===== src/seq_out_pkg.sv =====
package seq_out_pkg;

  // ----------------------------------------
  // Sizes and timing
  // ----------------------------------------
  localparam int unsigned num_outputs = 10;
  localparam int unsigned num_cond = 4;
  localparam int unsigned clock_mhz = 100;
  localparam int unsigned spike_ns = 50;
  localparam int unsigned spike_cycles = (spike_ns * clock_mhz + 999) / 1000;
  localparam int unsigned write_ms = 11;
  localparam int unsigned write_cycles = write_ms * 1000 * clock_mhz * 1000 / 1000;
  localparam int unsigned write_cw = 21;
  localparam logic [3:0] serial_idle = 4'hf;

  // ----------------------------------------
  // Per-output configuration, serial pin group and write states
  // ----------------------------------------
  typedef struct packed {
    logic active_high;
    logic open_drain;
    logic mr_enable;
    logic mr_level;
    logic [3:0] cond_mask;
  } out_cfg_t;

  typedef struct packed {
    logic sda;
    logic scl;
    logic sel0;
    logic sel1;
  } serial_pins_t;

  typedef enum logic [1:0] {
    wr_idle = 2'b00,
    wr_busy = 2'b01,
    wr_extra = 2'b10
  } wr_state_t;

endpackage : seq_out_pkg


===== src/sequencer_output_hold_control.sv =====
`timescale 1ns/100ps

// Summary of operation
// - Hold input low freezes every programmable output in its present state.
// - Hold wins over manual reset when both are asserted together.
// - Each output selects active-high or active-low, open-drain or weak pullup.
// - Outputs are low until supply clears lockout, then take programmed state.
// - A byte write completes within the maximum write cycle time.
// - First configuration write takes one extra internal write cycle.
// - Serial data, clock and both select inputs reject spikes under 50 ns.
// - Manual reset per output either forces a programmed state or is ignored.
module sequencer_output_hold_control #(
  parameter int unsigned write_cycles = seq_out_pkg::write_cycles
) (
  input wire logic clock,
  input wire logic reset_n,
  input wire logic supply_ok,
  input wire logic hold_input_n,
  input wire logic manual_reset_input_n,
  input wire logic [seq_out_pkg::num_cond-1:0] cond_in,
  input wire seq_out_pkg::out_cfg_t [seq_out_pkg::num_outputs-1:0] out_cfg,
  input wire seq_out_pkg::serial_pins_t serial_in,
  input wire logic write_start,
  output logic [seq_out_pkg::num_outputs-1:0] programmable_output_o,
  output logic [seq_out_pkg::num_outputs-1:0] programmable_output_oe_n,
  output logic [seq_out_pkg::num_outputs-1:0] programmable_output_pullup,
  output seq_out_pkg::serial_pins_t serial_filt,
  output logic write_busy,
  output logic write_done
);

  // ----------------------------------------
  // Sizes and limits
  // ----------------------------------------
  localparam int unsigned n = seq_out_pkg::num_outputs;
  localparam int unsigned sw = 4;
  localparam logic [3:0] spike_lim = 4'(seq_out_pkg::spike_cycles);
  localparam logic [seq_out_pkg::write_cw-1:0] wr_last =
    seq_out_pkg::write_cw'(write_cycles - 1);

  // ----------------------------------------
  // Registered state
  // ----------------------------------------
  typedef struct packed {
    logic [1:0] sup_s;
    logic [1:0] hold_s;
    logic [1:0] mr_s;
    logic [seq_out_pkg::num_cond-1:0] cond_s1;
    logic [seq_out_pkg::num_cond-1:0] cond_s2;
    logic [3:0] ser_s1;
    logic [3:0] ser_s2;
    logic [3:0][3:0] spk_cnt;
    logic [3:0] ser_filt;
    logic [n-1:0] pin_o;
    logic [n-1:0] pin_oe_n;
    logic [n-1:0] pin_pu;
    seq_out_pkg::wr_state_t wr_st;
    logic [seq_out_pkg::write_cw-1:0] wr_cnt;
    logic first_done;
    logic done;
  } state_t;

  state_t s_q;
  state_t s_d;

  always_comb begin
    logic supply_up;
    logic hold;
    logic mr;
    logic want;
    logic level;
    logic differs;
    logic settled;
    supply_up = 1'b0;
    hold = 1'b0;
    mr = 1'b0;
    want = 1'b0;
    level = 1'b0;
    differs = 1'b0;
    settled = 1'b0;
    s_d = s_q;

    // ----------------------------------------
    // Control input synchronisers
    // ----------------------------------------
    s_d.sup_s = {s_q.sup_s[0], supply_ok};
    s_d.hold_s = {s_q.hold_s[0], ~hold_input_n};
    s_d.mr_s = {s_q.mr_s[0], ~manual_reset_input_n};

    // ----------------------------------------
    // Condition and serial synchronisers
    // ----------------------------------------
    s_d.cond_s1 = cond_in;
    s_d.cond_s2 = s_q.cond_s1;
    s_d.ser_s1 = serial_in;
    s_d.ser_s2 = s_q.ser_s1;

    // ----------------------------------------
    // Synchronised levels
    // ----------------------------------------
    supply_up = s_q.sup_s[1];
    hold = s_q.hold_s[1];
    mr = s_q.mr_s[1];

    // ----------------------------------------
    // Spike filter
    // ----------------------------------------
    for (int i = 0; i < sw; i++) begin
      differs = (s_q.ser_s2[i] != s_q.ser_filt[i]);
      settled = (s_q.spk_cnt[i] + 4'h1 >= spike_lim);
      if (!differs) begin
        s_d.spk_cnt[i] = 4'h0;
      end else if (settled) begin
        s_d.ser_filt[i] = s_q.ser_s2[i];
        s_d.spk_cnt[i] = 4'h0;
      end else begin
        s_d.spk_cnt[i] = s_q.spk_cnt[i] + 4'h1;
      end
    end

    for (int i = 0; i < n; i++) begin
      // ----------------------------------------
      // Conditions and manual reset
      // ----------------------------------------
      want = |(s_q.cond_s2 & out_cfg[i].cond_mask);
      if (out_cfg[i].mr_enable && mr) begin
        want = out_cfg[i].mr_level;
      end

      // ----------------------------------------
      // Output polarity
      // ----------------------------------------
      if (want) begin
        level = out_cfg[i].active_high;
      end else begin
        level = ~out_cfg[i].active_high;
      end

      // ----------------------------------------
      // Lockout, hold and drive style
      // ----------------------------------------
      if (!supply_up) begin
        s_d.pin_o[i] = 1'b0;
        s_d.pin_oe_n[i] = 1'b0;
        s_d.pin_pu[i] = 1'b0;
      end else if (hold) begin
        s_d.pin_o[i] = s_q.pin_o[i];
        s_d.pin_oe_n[i] = s_q.pin_oe_n[i];
        s_d.pin_pu[i] = s_q.pin_pu[i];
      end else begin
        s_d.pin_o[i] = 1'b0;
        s_d.pin_oe_n[i] = level;
        if (out_cfg[i].open_drain) begin
          s_d.pin_pu[i] = 1'b0;
        end else begin
          s_d.pin_pu[i] = level;
        end
      end
    end

    // ----------------------------------------
    // Memory write timer
    // ----------------------------------------
    s_d.done = 1'b0;
    unique case (s_q.wr_st)
      seq_out_pkg::wr_idle: begin
        if (write_start) begin
          s_d.wr_cnt = '0;
          if (s_q.first_done) begin
            s_d.wr_st = seq_out_pkg::wr_busy;
          end else begin
            s_d.wr_st = seq_out_pkg::wr_extra;
          end
        end
      end

      seq_out_pkg::wr_extra: begin
        if (s_q.wr_cnt == wr_last) begin
          s_d.wr_cnt = '0;
          s_d.wr_st = seq_out_pkg::wr_busy;
        end else begin
          s_d.wr_cnt = s_q.wr_cnt + 1'b1;
        end
      end

      seq_out_pkg::wr_busy: begin
        if (s_q.wr_cnt == wr_last) begin
          s_d.done = 1'b1;
          s_d.first_done = 1'b1;
          s_d.wr_st = seq_out_pkg::wr_idle;
        end else begin
          s_d.wr_cnt = s_q.wr_cnt + 1'b1;
        end
      end

      default: begin
        s_d.wr_st = seq_out_pkg::wr_idle;
      end
    endcase
  end

  // ----------------------------------------
  // State register
  // ----------------------------------------
  always_ff @(posedge clock or negedge reset_n) begin
    if (!reset_n) begin
      s_q <= '0;
      s_q.ser_s1 <= seq_out_pkg::serial_idle;
      s_q.ser_s2 <= seq_out_pkg::serial_idle;
      s_q.ser_filt <= seq_out_pkg::serial_idle;
    end else begin
      s_q <= s_d;
    end
  end

  // ----------------------------------------
  // Outputs
  // ----------------------------------------
  assign programmable_output_o = s_q.pin_o;
  assign programmable_output_oe_n = s_q.pin_oe_n;
  assign programmable_output_pullup = s_q.pin_pu;
  assign serial_filt = s_q.ser_filt;
  assign write_busy = (s_q.wr_st != seq_out_pkg::wr_idle);
  assign write_done = s_q.done;

endmodule : sequencer_output_hold_control


===== config.mk =====
export PLATFORM = sky130hd
export DESIGN_NAME = sequencer_output_hold_control
export DESIGN_NICKNAME = d
export VERILOG_FILES = /design/src/seq_out_pkg.sv /design/src/sequencer_output_hold_control.sv
export SDC_FILE = /design/constraint.sdc
export NUM_CORES = 1
export LEC_CHECK = 0
export BUFFER_PORTS_ARGS = -buffer_cell sky130_fd_sc_hd__buf_4
export CAP_MARGIN = 20
export CORE_AREA = 2 2 94 96
export CTS_CLUSTER_DIAMETER = 150
export DETAILED_ROUTE_END_ITERATION = 12
export DIE_AREA = 0 0 96 98
export PLACE_DENSITY = 0.82
export REMOVE_ABC_BUFFERS = 1
export SLEW_MARGIN = 20
export SYNTH_ARGS = -nofsm -noshare
export SYNTH_HDL_FRONTEND = slang
export SYNTH_SLANG_ARGS = --single-unit

===== constraint.sdc =====
create_clock -name clock -period 3.67 [get_ports clock]
set_clock_uncertainty 0.05 [all_clocks]
set_input_delay 0 -clock clock [delete_from_list [all_inputs] [get_ports clock]]
set_output_delay 0 -clock clock [all_outputs]
set_load 0.01 [all_outputs]

### After elaboration in Yosys (flattened, before gate mapping)

Index checks and enable logic that the tools add are counted.

* reductions and logical operators: 30
* eq/ne operators: 12
* add/sub/neg operators: 5
* $mul: 0
* shift-type cells: 0
* magnitude comparators: 4
* divide/modulo/power cells: 0
* bitwise gates (word level): 22
* multiplexer cells: 90

Operator list (count)
* 1-bit two-way mux: 74
* 21-bit case mux with 3 select lines: 1
* 21-bit two-way mux: 2
* 4-bit AND: 10
* 4-bit OR reduction: 10
* 4-bit two-way mux: 8
* 23-bit two-way mux: 1
* 21-bit by 1-bit adder with 21-bit output, second input constant: 1
* 21-bit equality test, second input constant: 1
* 4-bit by 1-bit adder with 4-bit output, second input constant: 4
* 4-bit by 3-bit greater-or-equal comparator with 1-bit output, second input constant: 4
* 1-bit inverter: 12
* 1-bit logical AND: 10
* 2-bit != test, second input constant: 5
* 2-bit AND reduction: 5
* 2-bit two-way mux: 3
* 2-bit case mux with 3 select lines: 1
* 3-bit AND reduction: 2
* 1-bit != test: 4
* 3-bit nonzero test: 1
* 2-bit by 1-bit equality test with 1-bit output, second input constant: 1
* 2-bit equality test, second input constant: 1
* 2-bit logical NOT: 1
* 2-bit nonzero test: 1

* memories kept: 0
* bits in registers: 88
* word-level logic and storage cells: 185
* bits in read-only memories: 0
* latch bits: 0
* bits of input ports: 94
* memory bits (writable): 0

### Longest topological paths before layout

Gate-level depths: netlist of run 1.

* depth in word-level cells: 7
* mapped depth: 9
* mapped depth without buffers: 7

### Least setup slack after synthesis of run 1

OpenSTA, ideal clock, no wires.

* path type: flip-flop to flip-flop
* start point: register s_q[2] (netlist bit)
* end point: register s_q[5] (netlist bit)
* library setup time: 0.076 ns
* slack: 1.626 ns
* clock period less this slack: 2.044 ns
* stages on the path, launching flop included: 9
* data arrival time: 1.918 ns
* buffers on the path: 2
* path through: dfrtp_1 -> ha_1 -> and4_1 -> and4_1 -> buf_6 -> a21o_1 -> buf_6 -> or4_1 -> o21ai_1

* cells in the longest elaborated chain, start to end: 3
* elaborated cells between the ends (all ways): 7

Ends and longest elaborated chain
* start, declared: RTL line sequencer_output_hold_control.sv:63 `state_t s_q;`
* 21-bit by 1-bit adder with 21-bit output / 21-bit equality test (equally long branches)
* 21-bit two-way mux (tied with other cells): RTL line sequencer_output_hold_control.sv:187 `if (s_q.wr_cnt == wr_last) begin`
* 21-bit case mux with 3 select lines / 3-bit AND reduction (equally long branches)

Parallel ways exist; a longest one is shown, timed or not. The select of a mux whose other input is x is not followed.
A chain may end at the register's enable or synchronous reset.

### Worst setup path after layout of run 1

* start point: register s_q[2] (netlist bit)
* end point: register s_q[17] (netlist bit)

The elaborated chain is that of the path after synthesis.

==> flow_summary.yaml, run 1 <==
clocking:
  cts_resized: 0
  cts_made_buffers: 9
  clock_sinks: 87
  root_buffer: "clkbuf_8"
  cts.path.max_buffers: 2
  clk_latency_ps: 360
  path_clk_slew_ps: 90
  cts_tree: "yes"
  htreeDepth: 3
die:
  io_pins: 130
  fp.dieW_um: 96
  die_h_um: 98
  rows: 34
  dieArea_um2: 9408
  start_util: 0.5294
  core_area_um2: 8466
global_routing:
  grt_max_degree: 55
  antenna_found_initial: 0
  grt_pass1_wl_um: 18490
  grt_pass1_vias: 3927
  grtUsageTotal: 0.2512
  grt_overflow: 0
pwr:
  p_per_area_nw_per_um2: 354.7
  ir_drop_mv: 0.2752
  p_leak_nw: 2.867
synthesis:
  synthFlopType: "dfrtp_1"
  synth_edf_count: 0
  ys_seq_area_frac: 0.4891
  synthCells: 446
  synth_seq_cells: 87
  syn-cell-area_um2: 4482
  syn-mean-instance-area_um2: 10.05
  synthArstFlopShare: 1.000
  netlist-cell-type-count: 57
  yosysWarnings: 0
drt:
  detail_route.wl_per_cell_um: 15.91
  wirelength_um: 11060
  drcViolationCount: 0
  antenna_left: 0
  viasPerCell: 5.495
  vias: 3819
  drt_pass1_iterations: 5
  drt_iter0_markers: 276
final_layout:
  final_common_cell: "buf_4"
  mostFrequentLayoutCells: "121 x buf_4, 78 x nand2_1, 75 x dfrtp_1, 43 x dlygate4sd3_1, 21 x a31oi_1"
  fillers: 635
  n_antenna_cell: 0
  drive_above_1_share: 0.2794
  finish.instance_area_um2: 5869
  nets: 689
  areaGrowthSynthToFinish_pct: 30.96
timing:
  finalMaxSlewViolations: 0
  fin_tns_setup_ps: 0
  finalHoldViolCount: 0
  slew_headroom: 0.4224
  min_period_ps: 2322
  tightest_slew_ps: 864.6
  finalSetupViolations: 0
  period_share: 0.6327
  fmax_mhz: 430.7
  rsz0062_at_grt: "false"
min_path:
  whs_path_depth: 6
  hold_start: "out_cfg[61]"
  min_to: "programmable_output_oe_n[7]"
  hp-class: "in2reg"
critical_path:
  required_ps: 3870
  r2r_cells: 6
  critPathCaptureType: "register"
  rrSetupSlack_ps: 1350
  worstSetupPathType: "reg2reg"
  critPathMaxFanout: 18
  reg2reg_from: "s_q[2]"
  critPathLaunch: "s_q[2]"
  worst_r2r_endpoint: "s_q[17]"
  arrival_ps: 2530
  cp-start-kind: "register"
placement:
  dp_hpwl_um: 7856
  portBuffers: 119
  gp_congestion: 0.9188
  placed_area_um2: 5219
run_status:
  status: "finished clean"
run:
  max_cap_viol_count: 0
==> routing by layer <==
layer | global-route usage | up-vias | wire [um] | part of all wire
met3 | 0.04707 | 39 | 517 | 0.047
met2 | 0.4135 | 130 | 5654 | 0.51
li1 | - | 1784 | - | -
met4 | 0.09451 | 0 | 359 | 0.032
met1 | 0.3275 | 1866 | 4526 | 0.41
met5 | 0 | - | 0 | 0
==> how the worst max path moves through the flow <==
stage	cells after the start	to
global placement	6	s_q[17]
CTS	6	s_q[17]
global route	6	s_q[17]
detailed placement	6	s_q[17]
floorplan	6	s_q[17]
finish	6	s_q[17]
==> cell usage after synthesis, drive strengths merged, types with 8 or more instances <==
master	instances	area share
nand3	9	0.010
nor2	15	0.013
a21oi	8	0.0089
and3b	10	0.020
a22oi	20	0.033
dfrtp	75	0.42
xnor2	14	0.027
buf	44	0.072
xor2	11	0.021
inv	17	0.014
clkbuf	8	0.0073
dfstp	12	0.070
o21ai	17	0.019
a31oi	22	0.034
ha	13	0.036
nand2	78	0.065
==> final cells by class <==
cell class / count / area, um2 / share of cell area
clock buffer: 10 / 127.6 / 0.02174
inverter: 17 / 63.81 / 0.01087
timing repair buffer: 164 / 1339 / 0.2281
tap: 108 / 135.1 / 0.02302
clock inverter: 6 / 92.59 / 0.01577
sequential: 87 / 2192 / 0.3735
multi-input combinational: 303 / 1919 / 0.3270
==> flip-flops by register name, summed over array words and instances, names as in the netlist <==
register,cells
write_done,1
s_q,51
programmable_output_pullup,10
s_d,11
programmable_output_oe_n,10
serial_filt,4
==> worst max-delay path, stage by stage (launching register included) <==
cell	delay, ps
dfrtp_1	430
ha_1	270
and4_1	200
and4_1	230
a31oi_4	480
nand2_1	260
o311ai_1	310
==> through the flow <==
step | setup WS (ps) | hold WS, ps | power, mW | util | cells
after floorplan | 1197 | -345.6 | 1.161 | - | 407
after global placement | 1487 | 28.27 | 1.312 | 0.6165 | 636
after detailed placement | 1365 | 35.70 | 1.325 | 0.6165 | 636
after CTS | 1349 | 96.26 | 2.094 | 0.6933 | 695
after global routing | 1179 | 121.8 | 2.174 | 0.6933 | 695
final | 1348 | 95.39 | 2.082 | 0.6933 | 695
==> where the power goes <==
| part | total [mW] | internal [mW] | switching, mW |
|---|---|---|---|
| Sequential | 1.05 | 1.01 | 0.0384 |
| Combinational | 0.299 | 0.172 | 0.127 |
| Clock | 0.736 | 0.387 | 0.348 |
| Total | 2.08 | 1.57 | 0.514 |
==> cells by family (layout without fill, tap and decap cells) <==
logic type               Yosys count  count (layout)  synth area share
AO/OA/AOI/OAI                     95              95            0.1482
AND/OR/NAND/NOR                  151             151            0.1709
other                              1              14         0.0008367
multiplexers                       5               5           0.01228
buffers and inverters             69             197           0.09352
adder cells (fa/ha/maj)           13              13           0.03629
XOR/XNOR                          25              25           0.04886
flip-flops                        87              87            0.4891
==> timing repair <==
| action | 4_1_cts | 5_1_grt |
|---|---|---|
| endpoints found under the hold margin | 84 | 0 |
| hold buffers | 43 | 0 |
| buffers inserted | 0 | 0 |
(Power assumes the default switching activity.)
==> run 2, diff against run 1 <==
--- a/config.mk
+++ b/config.mk
@@ -7,11 +7,11 @@
 export LEC_CHECK = 0
 export BUFFER_PORTS_ARGS = -buffer_cell sky130_fd_sc_hd__buf_4
 export CAP_MARGIN = 20
-export CORE_AREA = 2 2 94 96
+export CORE_AREA = 2 2 101 103
 export CTS_CLUSTER_DIAMETER = 150
 export DETAILED_ROUTE_END_ITERATION = 12
-export DIE_AREA = 0 0 96 98
-export PLACE_DENSITY = 0.82
+export DIE_AREA = 0 0 103 105
+export PLACE_DENSITY = 0.75
 export REMOVE_ABC_BUFFERS = 1
 export SLEW_MARGIN = 20
 export SYNTH_ARGS = -nofsm -noshare
==> constraint.sdc (replaced) <==
create_clock -name clock -period 1.9 [get_ports clock]
set_clock_uncertainty 0.05 [all_clocks]
set_input_delay 0 -clock clock [delete_from_list [all_inputs] [get_ports clock]]
set_output_delay 0 -clock clock [all_outputs]
set_load 0.01 [all_outputs]
==> run 2 against run 1 <==
The run now ends with setup timing left. Critical endpoint is now s_q[5]. Combinational power rose by 90%. Sequential share of layout area shrank 2.9 points. Clock power increased by 55%. Flip-flop and latch count is the same. Final cell count grew 9.2%. Core utilization down 3.2 points. Sequential power rose by 92%. Worst hold slack worse by 37 ps.
==> flow_summary.yaml, run 2 (synthesized netlist as in run 1, its figures left out) <==
run_status:
  status: "finished with violations"
  violations: "setup timing"
final_layout:
  largest_reg_flops: 51
  regMostFlops: "s_q"
  nets: 728
  final_common_cell: "buf_4"
  drive_above_1_share: 0.3770
  areaGrowthSynthToFinish_pct: 42.16
  mostFrequentLayoutCells: "161 x buf_4, 77 x nand2_1, 75 x dfrtp_1, 33 x dlygate4sd3_1"
  n_antenna_cell: 0
pwr:
  p_leak_nw: 3.071
  p_seq_frac: 0.543
  combPwrFrac: 0.152
  p_per_area_nw_per_um2: 585.0
  power_switching_mw: 0.9729
  pwr-share-clk: 0.305
  ir_drop_mv: 0.4108
  p_int_mw: 2.754
  swShare: 0.2610
critical_path:
  worst_r2r_endpoint: "s_q[5]"
  critPathLaunch: "s_q[24]"
  required_ps: 2140
  critPathCaptureType: "register"
  cp-endpoint: "s_q[5]"
  cp_slowest_stage_delay_ps: 510
  arrival_ps: 2190
  critPathMaxFanout: 4
  path_cells: "buf_6 -> ha_4 -> nand2b_4 -> buf_4 -> a31o_4 -> or4_1 -> o21ai_1"
  cpMaxStageDelayCell: "or4_1"
  worstSetupPathType: "reg2reg"
  rrSetupSlack_ps: -50
  reg2reg_from: "s_q[24]"
  r2r_cells: 7
  cp-start-kind: "register"
placement:
  portBuffers: 119
  dp_hpwl_um: 8377
  gp_congestion: 1.036
  place_ws_ps: -117.3
drt:
  wirelength_um: 12390
  drt_pass1_iterations: 4
  viasPerCell: 5.285
  antenna_left: 0
  detail_route.wl_per_cell_um: 16.33
  vias: 4011
  drcViolationCount: 0
  drt_iter0_markers: 249
die:
  io_pins: 130
  start_util: 0.4650
  fp.dieW_um: 103
  die_h_um: 105
  rows: 36
  core_area_um2: 9639
  dieArea_um2: 10820
clocking:
  cts_tree: "yes"
  clk_latency_ps: 370
  cts_made_buffers: 9
  path_clk_slew_ps: 90
  cts.path.max_buffers: 2
  htreeDepth: 3
  root_buffer: "clkbuf_8"
  clock_sinks: 87
global_routing:
  grt_max_degree: 55
  grt_util_met3: 0.04883
  grt_pass1_wl_um: 19180
  grt_busiest_layer: "met2"
  grt_overflow: 0
  grtUsageMet1: 0.2950
  grtUsageTotal: 0.2274
  use_met2: 0.3664
  grt_pass1_vias: 4022
  antenna_found_initial: 0
timing:
  finalSetupViolations: 6
  slew_headroom: 0.5968
  rsz0062_at_grt: "true"
  worst_slack_ps: -52.02
  tightest_slew_ps: 604.9
  period_share: 1.027
  finalMaxSlewViolations: 0
  fin_tns_setup_ps: -119.6
  fmax_mhz: 512.3
  finalHoldViolCount: 0
  min_period_ps: 1952
run:
  max_cap_viol_count: 0
min_path:
  hp-class: "in2async"
run 2: worst min path at each step:
| stage | startpoint | end | slack (ps) | cells past startpoint |
|---|---|---|---|---|
| after detailed placement | reset_n | programmable_output_pullup[6] | -70 | 1 |
| final | reset_n | programmable_output_oe_n[2] | 60 | 2 |
| after floorplan | reset_n | programmable_output_oe_n[0] | -350 | 0 |
| after CTS | reset_n | programmable_output_pullup[8] | 60 | 2 |
| after global placement | reset_n | programmable_output_pullup[6] | -80 | 1 |
| after global routing | reset_n | programmable_output_pullup[8] | 90 | 2 |
run 2: repair_timing:
action | in CTS | in global routing
gates cloned | 0 | 1
pin swaps | 4 | 10
setup buffers | 1 | 9
gates resized for setup | 13 | 27
endpoints found under the setup margin | 17 | 18
hold buffers | 33 | 0
endpoints found under the hold margin | 108 | 0
run 2: final cells by class:
class | count | area, um2
Clock buffer | 12 | 135.1
Timing Repair Buffer | 203 | 1680
Sequential cell | 87 | 2192
Clock inverter | 4 | 31.28
Fill cell | 762 | 3268
Multi-Input combinational cell | 303 | 2102
Inverter | 17 | 63.81
Tap cell | 133 | 166.4
run 2: per-layer routing:
layer  routed length [um]  up-vias
li1                     -     1870
met1                 4936     1961
met2                 6475      138
met3                  560       42
met4                  421        0
met5                    0        -
run 2: critical path, delay by kind of cell (launching register included):
kind                       cells  cell delay [ps]
AOI/OAI and AO/OA              2              320
adders and majority gates      1              140
buffers and inverters          2              280
DFF                            1              430
and+or+nand+nor                2              650
run 2: power groups by stage:
stage / clock [mW] / combinational, mW / sequential, mW
after floorplan: 0 / 0.184 / 2.06
after global placement: 0 / 0.494 / 2.05
after detailed placement: 0 / 0.509 / 2.06
after CTS: 1.17 / 0.567 / 2.02
after global routing: 1.25 / 0.627 / 2.04
final: 1.14 / 0.568 / 2.02
run 2: metrics by stage:
stage	cell area (um2)	util	instances	total power [mW]	hold WS (ps)
detailed placement	5560	0.5768	699	2.566	-70.38
global route	6371	0.6610	759	3.913	93.92
global placement	5560	0.5768	699	2.543	-83.55
floorplan	4175	-	407	2.242	-345.6
finish	6371	0.6610	759	3.727	57.91
CTS	6127	0.6356	749	3.761	58.82
